`config.mk`:
```
export PLATFORM = sky130hd
export DESIGN_NAME = tss_status_bank
export DESIGN_NICKNAME = d
export VERILOG_FILES = /design/src/tss_pkg.sv /design/src/tss_err_window.sv /design/src/tss_status_bank.sv
export VERILOG_INCLUDE_DIRS = /design/src
export SDC_FILE = /design/constraint.sdc
export NUM_CORES = 1
export LEC_CHECK = 0
export ABC_AREA = 1
export BUFFER_PORTS_ARGS = -buffer_cell sky130_fd_sc_hd__clkbuf_2
export CORE_MARGIN = 4
export CORE_UTILIZATION = 60
export CTS_CLUSTER_SIZE = 8
export DETAILED_ROUTE_END_ITERATION = 6
export PLACE_DENSITY_LB_ADDON = 0.05
export SLEW_MARGIN = 20
export SYNTH_ARGS = -nofsm -noshare
export SYNTH_HDL_FRONTEND = slang
export SYNTH_HIERARCHICAL = 1
export SYNTH_SLANG_ARGS = --single-unit
```
`constraint.sdc`:
```
create_clock -name ref_clk -period 2 [get_ports ref_clk]
set_input_delay 0.1 -clock ref_clk [delete_from_list [all_inputs] [get_ports ref_clk]]
set_output_delay 0.1 -clock ref_clk [all_outputs]
set_load 0.02 [all_outputs]
```
`src/tss_defines.svh`:
```
// Constants for the TV sound status read-back bank
`ifndef TSS_DEFINES_SVH
`define TSS_DEFINES_SVH

// ****************************************
// Subaddresses
// ****************************************
`define TSS_SUB_DEV_STATUS 8'h00
`define TSS_SUB_DIG_STATUS 8'h01
`define TSS_SUB_ERR_COUNT 8'h02
`define TSS_SUB_ID_FIRST 8'hfc
`define TSS_SUB_ID_SECOND 8'hfd
`define TSS_SUB_ID_THIRD 8'hfe
`define TSS_SUB_ID_FOURTH 8'hff
`define TSS_UNMAPPED_DATA 8'hff

// ****************************************
// Device status field positions
// ****************************************
`define TSS_DS_PIN_TWO 7
`define TSS_DS_PIN_ONE 6
`define TSS_DS_RESERVE 5
`define TSS_DS_AUTO_MUTE 4
`define TSS_DS_PRESENT 3
`define TSS_DS_DUAL 2
`define TSS_DS_STEREO 1
`define TSS_DS_SUPPLY_DIP 0

// ****************************************
// Digital sound status field positions
// ****************************************
`define TSS_NS_APP_HI 7
`define TSS_NS_APP_LO 4
`define TSS_NS_SYNC 3
`define TSS_NS_CFG 2
`define TSS_NS_STEREO 1
`define TSS_NS_DUAL 0

// ****************************************
// Reset values and bus constants
// ****************************************
`define TSS_RST_BYTE 8'h00
`define TSS_RST_ADDR 8'h00
`define TSS_BITS_PER_BYTE 4'h8
`define TSS_SLAVE_ADDR 7'h5a

// ****************************************
// Timing
// ****************************************
`define TSS_ERR_WINDOW_MS 128
`define TSS_CLK_KHZ 125000
`define TSS_ERR_WINDOW_CYCLES (`TSS_ERR_WINDOW_MS * `TSS_CLK_KHZ)

`endif

```
`src/tss_pkg.sv`:
```
// Types for the TV sound status read-back bank
package tss_pkg;

  // ****************************************
  // Status from the demodulator and decoder
  // ****************************************
  typedef struct packed {
    logic app_control_bit_four;
    logic app_control_bit_three;
    logic app_control_bit_two;
    logic app_control_bit_one;
    logic sync_locked;
    logic config_changed;
    logic digital_stereo_mode;
    logic digital_dual_mono_mode;
    logic digital_sound_present;
    logic analog_dual_identified;
    logic analog_stereo_identified;
    logic mute_request;
  } tss_demod_s;

  // ****************************************
  // Serial slave states and byte kinds
  // ****************************************
  typedef enum logic [2:0] {
    TSS_IDLE,
    TSS_RECV,
    TSS_ACK,
    TSS_SEND,
    TSS_MACK
  } tss_state_e;

  typedef enum logic [1:0] {
    TSS_K_ADDR,
    TSS_K_SUB,
    TSS_K_WDATA
  } tss_kind_e;

endpackage : tss_pkg

```
`src/tss_err_window.sv`:
```
// Windowed error counter that reloads its result once per window
`timescale 1ns/1ps
`include "tss_defines.svh"
module tss_err_window #(
  parameter int WINDOW_CYCLES = `TSS_ERR_WINDOW_CYCLES,
  parameter int CNT_W = 8
) (
  input wire logic ref_clk,
  input wire logic nrst,
  input wire logic error_pulse,
  output logic [CNT_W-1:0] count_ff
);

  import tss_pkg::*;

  localparam int TW = $clog2(WINDOW_CYCLES + 1);
  localparam logic [TW-1:0] TLAST = TW'(WINDOW_CYCLES - 1);
  localparam logic [CNT_W-1:0] CMAX = {CNT_W{1'b1}};

  logic [TW-1:0] timer_ff;
  logic [CNT_W-1:0] acc_ff;
  logic win_end;

  assign win_end = (timer_ff == TLAST);

  // ****************************************
  // Window timer
  // ****************************************
  always_ff @(posedge ref_clk or negedge nrst) begin
    if (!nrst) begin
      timer_ff <= '0;
    end else if (win_end) begin
      timer_ff <= '0;
    end else begin
      timer_ff <= timer_ff + TW'(1);
    end
  end

  // ****************************************
  // Accumulator, saturating; an error in the last cycle belongs to the closing window
  // ****************************************
  always_ff @(posedge ref_clk or negedge nrst) begin
    if (!nrst) begin
      acc_ff <= '0;
    end else if (win_end) begin
      acc_ff <= '0;
    end else if (error_pulse && acc_ff != CMAX) begin
      acc_ff <= acc_ff + CNT_W'(1);
    end
  end

  // ****************************************
  // Result of the previous window
  // ****************************************
  always_ff @(posedge ref_clk or negedge nrst) begin
    if (!nrst) begin
      count_ff <= '0;
    end else if (win_end) begin
      count_ff <= (error_pulse && acc_ff != CMAX) ? acc_ff + CNT_W'(1) : acc_ff;
    end
  end

endmodule : tss_err_window

```
`src/tss_status_bank.sv`:
```
// Read-only status bank of a TV sound decoder behind a serial slave port
//
// Overview of operation
// - device status bit 7 returns the live level of port pin two.
// - device status bit 6 returns the live level of port pin one.
// - device status bit 5 mirrors application control bit four.
// - device status bit 4 is 1 while auto-mute selects first carrier.
// - device status bit 3 is 1 when the digital stream carries sound.
// - device status bit 2 is 1 once analog dual language is identified.
// - device status bit 1 is 1 once analog stereo is identified.
// - device status bit 0 is set after a digital supply dip.
// - digital status bits 7..4 carry application control bits four..one.
// - digital status bit 3 is 1 only with frame and multiframe sync.
// - without sync the digital decoder outputs silence.
// - digital status bit 2 reports a configuration change at multiframe boundary.
// - digital status bit 1 is stereo mode, bit 0 dual-mono mode.
// - control bit three set forces first carrier reproduction regardless of enable.
// - lost sync forces first carrier reproduction regardless of enable.
// - error count holds errors of the previous 128 ms, reloaded every window.
// - subaddresses 252..255 are read-only identification registers.
// - the pointer advances by one after every transmitted byte.
// - the pointer wraps from 255 to 0.
// - unimplemented subaddresses read as all ones.
`timescale 1ns/1ps
`include "tss_defines.svh"
module tss_status_bank #(
  parameter logic [6:0] SLAVE_ADDR = `TSS_SLAVE_ADDR,
  parameter int ERR_WINDOW_CYCLES = `TSS_ERR_WINDOW_CYCLES,
  // Identification bytes; values are arbitrary
  parameter logic [7:0] ID_BYTE_0 = 8'h3c,
  parameter logic [7:0] ID_BYTE_1 = 8'h02,
  parameter logic [7:0] ID_BYTE_2 = 8'h5e,
  parameter logic [7:0] ID_BYTE_3 = 8'h01
) (
  input wire logic ref_clk,
  input wire logic nrst,
  input wire logic scl,
  input wire logic sda_in,
  output logic sda_out,
  output logic sda_oe_n,
  input wire logic port_pin_one,
  input wire logic port_pin_two,
  input wire logic supply_dip,
  input wire logic error_pulse,
  input wire logic auto_mute_enable,
  input wire tss_pkg::tss_demod_s demod,
  output logic digital_silence,
  output logic first_carrier_select
);

  import tss_pkg::*;

  // ****************************************
  // Pin synchronisers
  // ****************************************
  logic scl_m_ff, scl_s_ff, scl_d_ff;
  logic sda_m_ff, sda_s_ff, sda_d_ff;
  logic pin1_m_ff, pin1_s_ff;
  logic pin2_m_ff, pin2_s_ff;

  always_ff @(posedge ref_clk or negedge nrst) begin
    if (!nrst) begin
      scl_m_ff <= 1'b1;
      scl_s_ff <= 1'b1;
      scl_d_ff <= 1'b1;
      sda_m_ff <= 1'b1;
      sda_s_ff <= 1'b1;
      sda_d_ff <= 1'b1;
    end else begin
      scl_m_ff <= scl;
      scl_s_ff <= scl_m_ff;
      scl_d_ff <= scl_s_ff;
      sda_m_ff <= sda_in;
      sda_s_ff <= sda_m_ff;
      sda_d_ff <= sda_s_ff;
    end
  end

  always_ff @(posedge ref_clk or negedge nrst) begin
    if (!nrst) begin
      pin1_m_ff <= 1'b0;
      pin1_s_ff <= 1'b0;
      pin2_m_ff <= 1'b0;
      pin2_s_ff <= 1'b0;
    end else begin
      pin1_m_ff <= port_pin_one;
      pin1_s_ff <= pin1_m_ff;
      pin2_m_ff <= port_pin_two;
      pin2_s_ff <= pin2_m_ff;
    end
  end

  logic scl_rise, scl_fall, bus_start, bus_stop;

  assign scl_rise = scl_s_ff && !scl_d_ff;
  assign scl_fall = !scl_s_ff && scl_d_ff;
  assign bus_start = scl_s_ff && scl_d_ff && !sda_s_ff && sda_d_ff;
  assign bus_stop = scl_s_ff && scl_d_ff && sda_s_ff && !sda_d_ff;

  // ****************************************
  // Reproduction selection and silence
  // ****************************************
  logic auto_mute_active_ff;
  logic digital_silence_ff;

  always_ff @(posedge ref_clk or negedge nrst) begin
    if (!nrst) begin
      auto_mute_active_ff <= 1'b1;
    end else begin
      auto_mute_active_ff <= !demod.sync_locked
        || demod.app_control_bit_three
        || (auto_mute_enable && demod.mute_request);
    end
  end

  always_ff @(posedge ref_clk or negedge nrst) begin
    if (!nrst) begin
      digital_silence_ff <= 1'b1;
    end else begin
      digital_silence_ff <= !demod.sync_locked;
    end
  end

  assign digital_silence = digital_silence_ff;
  assign first_carrier_select = auto_mute_active_ff;

  // ****************************************
  // Error count over the window
  // ****************************************
  logic [7:0] err_count;

  tss_err_window #(
    .WINDOW_CYCLES(ERR_WINDOW_CYCLES),
    .CNT_W(8)
  ) u_err_window (
    .ref_clk(ref_clk),
    .nrst(nrst),
    .error_pulse(error_pulse),
    .count_ff(err_count)
  );

  // ****************************************
  // Register read multiplexer
  // ****************************************
  logic supply_dip_flag_ff;
  logic [7:0] dev_status, dig_status, rd_byte;
  logic [7:0] ptr_ff;

  always_comb begin
    dev_status = `TSS_RST_BYTE;
    dev_status[`TSS_DS_PIN_TWO] = pin2_s_ff;
    dev_status[`TSS_DS_PIN_ONE] = pin1_s_ff;
    dev_status[`TSS_DS_RESERVE] = demod.app_control_bit_four;
    dev_status[`TSS_DS_AUTO_MUTE] = auto_mute_active_ff;
    dev_status[`TSS_DS_PRESENT] = demod.digital_sound_present;
    dev_status[`TSS_DS_DUAL] = demod.analog_dual_identified;
    dev_status[`TSS_DS_STEREO] = demod.analog_stereo_identified;
    dev_status[`TSS_DS_SUPPLY_DIP] = supply_dip_flag_ff;
  end

  always_comb begin
    dig_status = `TSS_RST_BYTE;
    dig_status[`TSS_NS_APP_HI:`TSS_NS_APP_LO] = {demod.app_control_bit_four,
      demod.app_control_bit_three, demod.app_control_bit_two,
      demod.app_control_bit_one};
    dig_status[`TSS_NS_SYNC] = demod.sync_locked;
    dig_status[`TSS_NS_CFG] = demod.config_changed;
    dig_status[`TSS_NS_STEREO] = demod.digital_stereo_mode;
    dig_status[`TSS_NS_DUAL] = demod.digital_dual_mono_mode;
  end

  always_comb begin
    case (ptr_ff)
      `TSS_SUB_DEV_STATUS: rd_byte = dev_status;
      `TSS_SUB_DIG_STATUS: rd_byte = dig_status;
      `TSS_SUB_ERR_COUNT: rd_byte = err_count;
      `TSS_SUB_ID_FIRST: rd_byte = ID_BYTE_0;
      `TSS_SUB_ID_SECOND: rd_byte = ID_BYTE_1;
      `TSS_SUB_ID_THIRD: rd_byte = ID_BYTE_2;
      `TSS_SUB_ID_FOURTH: rd_byte = ID_BYTE_3;
      default: rd_byte = `TSS_UNMAPPED_DATA;
    endcase
  end

  // ****************************************
  // Serial slave state machine
  // ****************************************
  tss_state_e state_ff;
  tss_kind_e kind_ff;
  logic [3:0] bit_cnt_ff;
  logic [7:0] shift_ff;
  logic read_dir_ff;
  logic sda_oe_n_ff;
  logic load_tx;

  // A byte is loaded for sending on the falling clock after the read address
  // acknowledge, or after a master acknowledge
  assign load_tx = scl_fall && ((state_ff == TSS_ACK && kind_ff == TSS_K_ADDR && read_dir_ff)
    || state_ff == TSS_MACK);

  always_ff @(posedge ref_clk or negedge nrst) begin
    if (!nrst) begin
      state_ff <= TSS_IDLE;
      kind_ff <= TSS_K_ADDR;
      bit_cnt_ff <= 4'h0;
      shift_ff <= `TSS_RST_BYTE;
      read_dir_ff <= 1'b0;
      sda_oe_n_ff <= 1'b1;
    end else if (bus_stop) begin
      state_ff <= TSS_IDLE;
      sda_oe_n_ff <= 1'b1;
    end else if (bus_start) begin
      state_ff <= TSS_RECV;
      kind_ff <= TSS_K_ADDR;
      bit_cnt_ff <= 4'h0;
      sda_oe_n_ff <= 1'b1;
    end else begin
      case (state_ff)
        TSS_IDLE: begin
          sda_oe_n_ff <= 1'b1;
        end
        TSS_RECV: begin
          if (scl_rise) begin
            shift_ff <= {shift_ff[6:0], sda_s_ff};
            bit_cnt_ff <= bit_cnt_ff + 4'h1;
          end else if (scl_fall && bit_cnt_ff == `TSS_BITS_PER_BYTE) begin
            bit_cnt_ff <= 4'h0;
            if (kind_ff != TSS_K_ADDR || shift_ff[7:1] == SLAVE_ADDR) begin
              // Written data bytes are acknowledged and dropped
              state_ff <= TSS_ACK;
              sda_oe_n_ff <= 1'b0;
              if (kind_ff == TSS_K_ADDR) begin
                read_dir_ff <= shift_ff[0];
              end
            end else begin
              state_ff <= TSS_IDLE;
            end
          end
        end
        TSS_ACK: begin
          if (load_tx) begin
            shift_ff <= rd_byte;
            sda_oe_n_ff <= rd_byte[7];
            state_ff <= TSS_SEND;
          end else if (scl_fall) begin
            sda_oe_n_ff <= 1'b1;
            state_ff <= TSS_RECV;
            kind_ff <= (kind_ff == TSS_K_ADDR) ? TSS_K_SUB : TSS_K_WDATA;
          end
        end
        TSS_SEND: begin
          if (scl_rise) begin
            bit_cnt_ff <= bit_cnt_ff + 4'h1;
          end else if (scl_fall) begin
            if (bit_cnt_ff == `TSS_BITS_PER_BYTE) begin
              bit_cnt_ff <= 4'h0;
              sda_oe_n_ff <= 1'b1;
              state_ff <= TSS_MACK;
            end else begin
              shift_ff <= {shift_ff[6:0], 1'b1};
              sda_oe_n_ff <= shift_ff[6];
            end
          end
        end
        TSS_MACK: begin
          if (scl_rise && sda_s_ff) begin
            // Master did not acknowledge: stop sending until the next start
            state_ff <= TSS_IDLE;
          end else if (load_tx) begin
            shift_ff <= rd_byte;
            sda_oe_n_ff <= rd_byte[7];
            state_ff <= TSS_SEND;
          end
        end
        default: begin
          state_ff <= TSS_IDLE;
          sda_oe_n_ff <= 1'b1;
        end
      endcase
    end
  end

  assign sda_oe_n = sda_oe_n_ff;
  assign sda_out = 1'b0;

  // ****************************************
  // Register pointer
  // ****************************************
  always_ff @(posedge ref_clk or negedge nrst) begin
    if (!nrst) begin
      ptr_ff <= `TSS_RST_ADDR;
    end else if (!bus_stop && !bus_start && state_ff == TSS_RECV && kind_ff == TSS_K_SUB
                 && scl_fall && bit_cnt_ff == `TSS_BITS_PER_BYTE) begin
      ptr_ff <= shift_ff;
    end else if (!bus_stop && !bus_start && state_ff == TSS_SEND && scl_fall
                 && bit_cnt_ff == `TSS_BITS_PER_BYTE) begin
      ptr_ff <= ptr_ff + 8'h01;
    end
  end

  // ****************************************
  // Supply dip flag: sticky, cleared when read, a new dip wins
  // ****************************************
  always_ff @(posedge ref_clk or negedge nrst) begin
    if (!nrst) begin
      supply_dip_flag_ff <= 1'b1;
    end else if (supply_dip) begin
      supply_dip_flag_ff <= 1'b1;
    end else if (load_tx && !bus_stop && !bus_start && ptr_ff == `TSS_SUB_DEV_STATUS) begin
      supply_dip_flag_ff <= 1'b0;
    end
  end

endmodule : tss_status_bank

```
==> summary.md <==
| Metric | Value |
|---|---|
| Most frequent cells in the layout | nand2_1, nor2_1, dfrtp_1 |
| Mapped Area | 4890 um2 |
| Final antenna-violating net count | 0 |
| Clock Root Buffer | clkbuf_8 |
| Detailed Routing Iterations Pass 1 | 4 |
| CP Data Required Time | 2.25 ns |
| Synthesized net count | 669 |
| Yosys reg bits | 80 |
| Fillers | 677 |
| Dpl cell area | 5140 um2 |
| Layout Nets | 712 |
| Mapped Cells | 637 |
| Synth area leaders | dfrtp_1, nand2_1, nor2_1 |
| Number of global-route vias before repair | 4138 |
| CTS buffer count | 9 |
| Outcome | finished clean |
| Main synth FF type | dfrtp_1 |
| Design area | 5430 um2 |
| Die H | 98.2 um |
| MaxCap Viol Count | 0 |
| Largest family of logic cells by synthesized area | simple AND/OR/NAND/NOR gates |
| Static Leak | 2.63 nW |
| # port buffers | 23 |
| Post-synth EDFFs | 0 |
| Setup WS post-layout | 0.158 ns |
| Avg WL per Cell | 13.7 um |
| Initial Util | 62.6% |
| Setup crit end kind | register |
| Initial antenna violation count | 0 |
| Sum Neg Setup Slack | 0 ns |
| Grt met3 use | 3.64% |
| Most used cell, CP | nand2_4 |
| CP Buf/Inv Count | 3 |
| Rel. slew slack | 64.7% |
| All-Layer GR Usage | 23.4% |
| Slew Viols, Final | 0 |
| CTS tree | yes |
| PD cells | 663 nW/um2 |
| Antenna diodes | 0 |
| Detailed placer's ending HPWL | 7960 um |
| Max Fclk | 543 MHz |
| Full die area | 9650 um2 |
| Worst-Skew Late Latency | 0.36 ns |
| Critical path launch point type | register |
| Final hold vios | 0 |
| GRT met2 Usage | 39.3% |
| Io pins | 25 |
| CP max stage delay | 0.56 ns |
| CTS sink count | 80 |
| Yosys top cell area share | 35.9% |
| Final min period | 1.84 ns |
| Clk_skew | 0.0154 ns |
| Clock-pin transition on the worst setup and hold timing paths | 0.09 ns |
| Core footprint | 7810 um2 |
| Max VDD drop | 0.542 mV |
| Syn_area_per_cell | 7.67 um2 |
| Slowest-stage cell, CP | dfstp_2 |
| Routed wire length | 10800 um |
| CTS max path bufs | 2 |
| CP arrival | 2.09 ns |
| Crit path max-delay family | simple AND/OR/NAND/NOR gates |
| Worst-Margin Slew | 0.530 ns |
| DRT iter0 DRCs | 195 |
| Met1 Use GR | 30.6% |
| Routability cong. | 0.877 |
| FP Rows | 32 |
| Vias/cell | 5.29 |
| Layout area overhead | 11.2% |
| Commonest non-fill, non-tap cell in the layout | nand2_1 |
| Global-route wire length before repair | 18600 um |
| Largest net degree at the start of global routing | 42 |
| Pre-CTS WS | 0.103 ns |
| Tcrit/Tclk final | 92.1% |
| Yosys synthesis warning count | 6 |
| Most area-hungry cell type in the Yosys netlist | dfrtp_1 |
| Most Crowded Layer GR | met2 |
| Yosys cell types | 46 |
| Synthesized-area fraction occupied by adder cells | 2.82% |
| RSZ-0062 raised after global routing | no |
| Min-Delay Path Class | primary input to register |
| Sequential-to-total area share from yosys stat | 41.2% |
| Residual DRC | 0 |
| Final Setup Violations | 0 |
| Vias post-DR | 4162 |
| Simple logic cell fraction of the synthesized area | 37.1% |
| Crit path max fanout | 10 |
| Chip width | 98.2 um |
| Post-synthesis mux area share | 0% |
| Share of synthesized flip-flops with an asynchronous set or reset | 100% |
| XOR/XNOR share of the synthesized area | 3.59% |
| H-tree Lvls | 3 |
| Synth Area in Compound Gates | 8.12% |
| CP cell instances | ha_1 > inv_1 > nor2_1 > nand2_2 > nand2_4 > inv_2 > nand2_4 > nor2_4 > nand2_4 > clkinv_4 > nor2_1 > a21oi_2 |
| Fraction of layout cells with a size suffix above 1 | 18.1% |
| CP Class | register to register |
| Total gr overflow | 0 |
| Final hold slack | 0.133 ns |
## what timing repair did
item                                    4_1_cts  5_1_grt
endpoints found under the setup margin        0       15
endpoints found under the hold margin        39        0
hold buffers                                  9        0
buffers inserted                              0        0
gates resized for setup                       0        5
## worst min-delay path, cell delays in order
cell and delay, ns:
clkbuf_2 0.08, nand2_1 0.05, nand4_1 0.09, nand2_1 0.08, a21oi_2 0.05
## final timing paths
path,start,endpoint,slack [ns],cells after the start
max,scl_s_ff,shift_ff[2],0.16,12
min,demod[1],shift_ff[1],0.13,5
max reg2reg,scl_s_ff,shift_ff[2],0.16,12
min reg2reg,pin1_m_ff,pin1_s_ff,0.35,0
max in group asynchronous,nrst,first_carrier_select,1.08,3
min in group asynchronous,nrst,ptr_ff[2],0.25,2
## cell type report
| type | instances | area [um2] | share of cell area (%) |
|---|---|---|---|
| well taps | 102 | 128 | 2.35 |
| clock buffers | 11 | 151 | 2.79 |
| repair buffers | 39 | 273 | 5.02 |
| multi-input cells | 475 | 2540 | 46.7 |
| inverters | 75 | 289 | 5.32 |
| clock inverters | 5 | 38.8 | 0.714 |
| flip-flops and latches | 80 | 2010 | 37.1 |
## logic make-up after synthesis
family,Yosys count
flip-flops,80
AND/OR/NAND/NOR,379
adder cells (fa/ha/maj),11
AO/OA/AOI/OAI,64
XOR/XNOR,20
other,1
buffers and inverters,82
## where the power goes
part	internal, mW	switching (mW)
Clock	0.526	0.624
Sequential	1.75	0.141
Combinational	0.219	0.334
## Yosys cell counts (6+ instances only)
| library cell | instances |
|---|---|
| o21ai_0 | 12 |
| dfstp_2 | 10 |
| nand2_4 | 6 |
| nand4_1 | 14 |
| a21oi_1 | 28 |
| ha_1 | 11 |
| inv_1 | 65 |
| nand2_1 | 189 |
| nor2_2 | 11 |
| nand3_2 | 6 |
| nand3_1 | 33 |
| xnor2_1 | 7 |
| inv_2 | 8 |
| nand2_2 | 11 |
| nor2_1 | 74 |
| dfrtp_1 | 70 |
| nor2_4 | 10 |
| xor2_1 | 13 |
| nor3_1 | 12 |
## metrics by stage
stage                     std cells  power [mW]  utilization (%)
final                           787        3.60             69.6
after CTS                       787        3.62             69.4
after global placement          762        2.44             65.8
after global routing            787        3.80             69.6
after floorplan                 637        2.28                -
after detailed placement        762        2.46             65.8
## state kept, by name (all words and copies together) (netlist names), 2 cells and up
register               count
u_err_window/timer_ff     24
ptr_ff                     8
shift_ff                   8
u_err_window/acc_ff        8
u_err_window/count_ff      8
bit_cnt_ff                 4
state_ff                   3
kind_ff                    2
## routing by layer
layer	up-vias	wire length [um]
li1	2113	-
met1	1958	5030
met2	73	5230
met3	18	307
met4	0	199
met5	-	0
(Power assumes the default switching activity.)
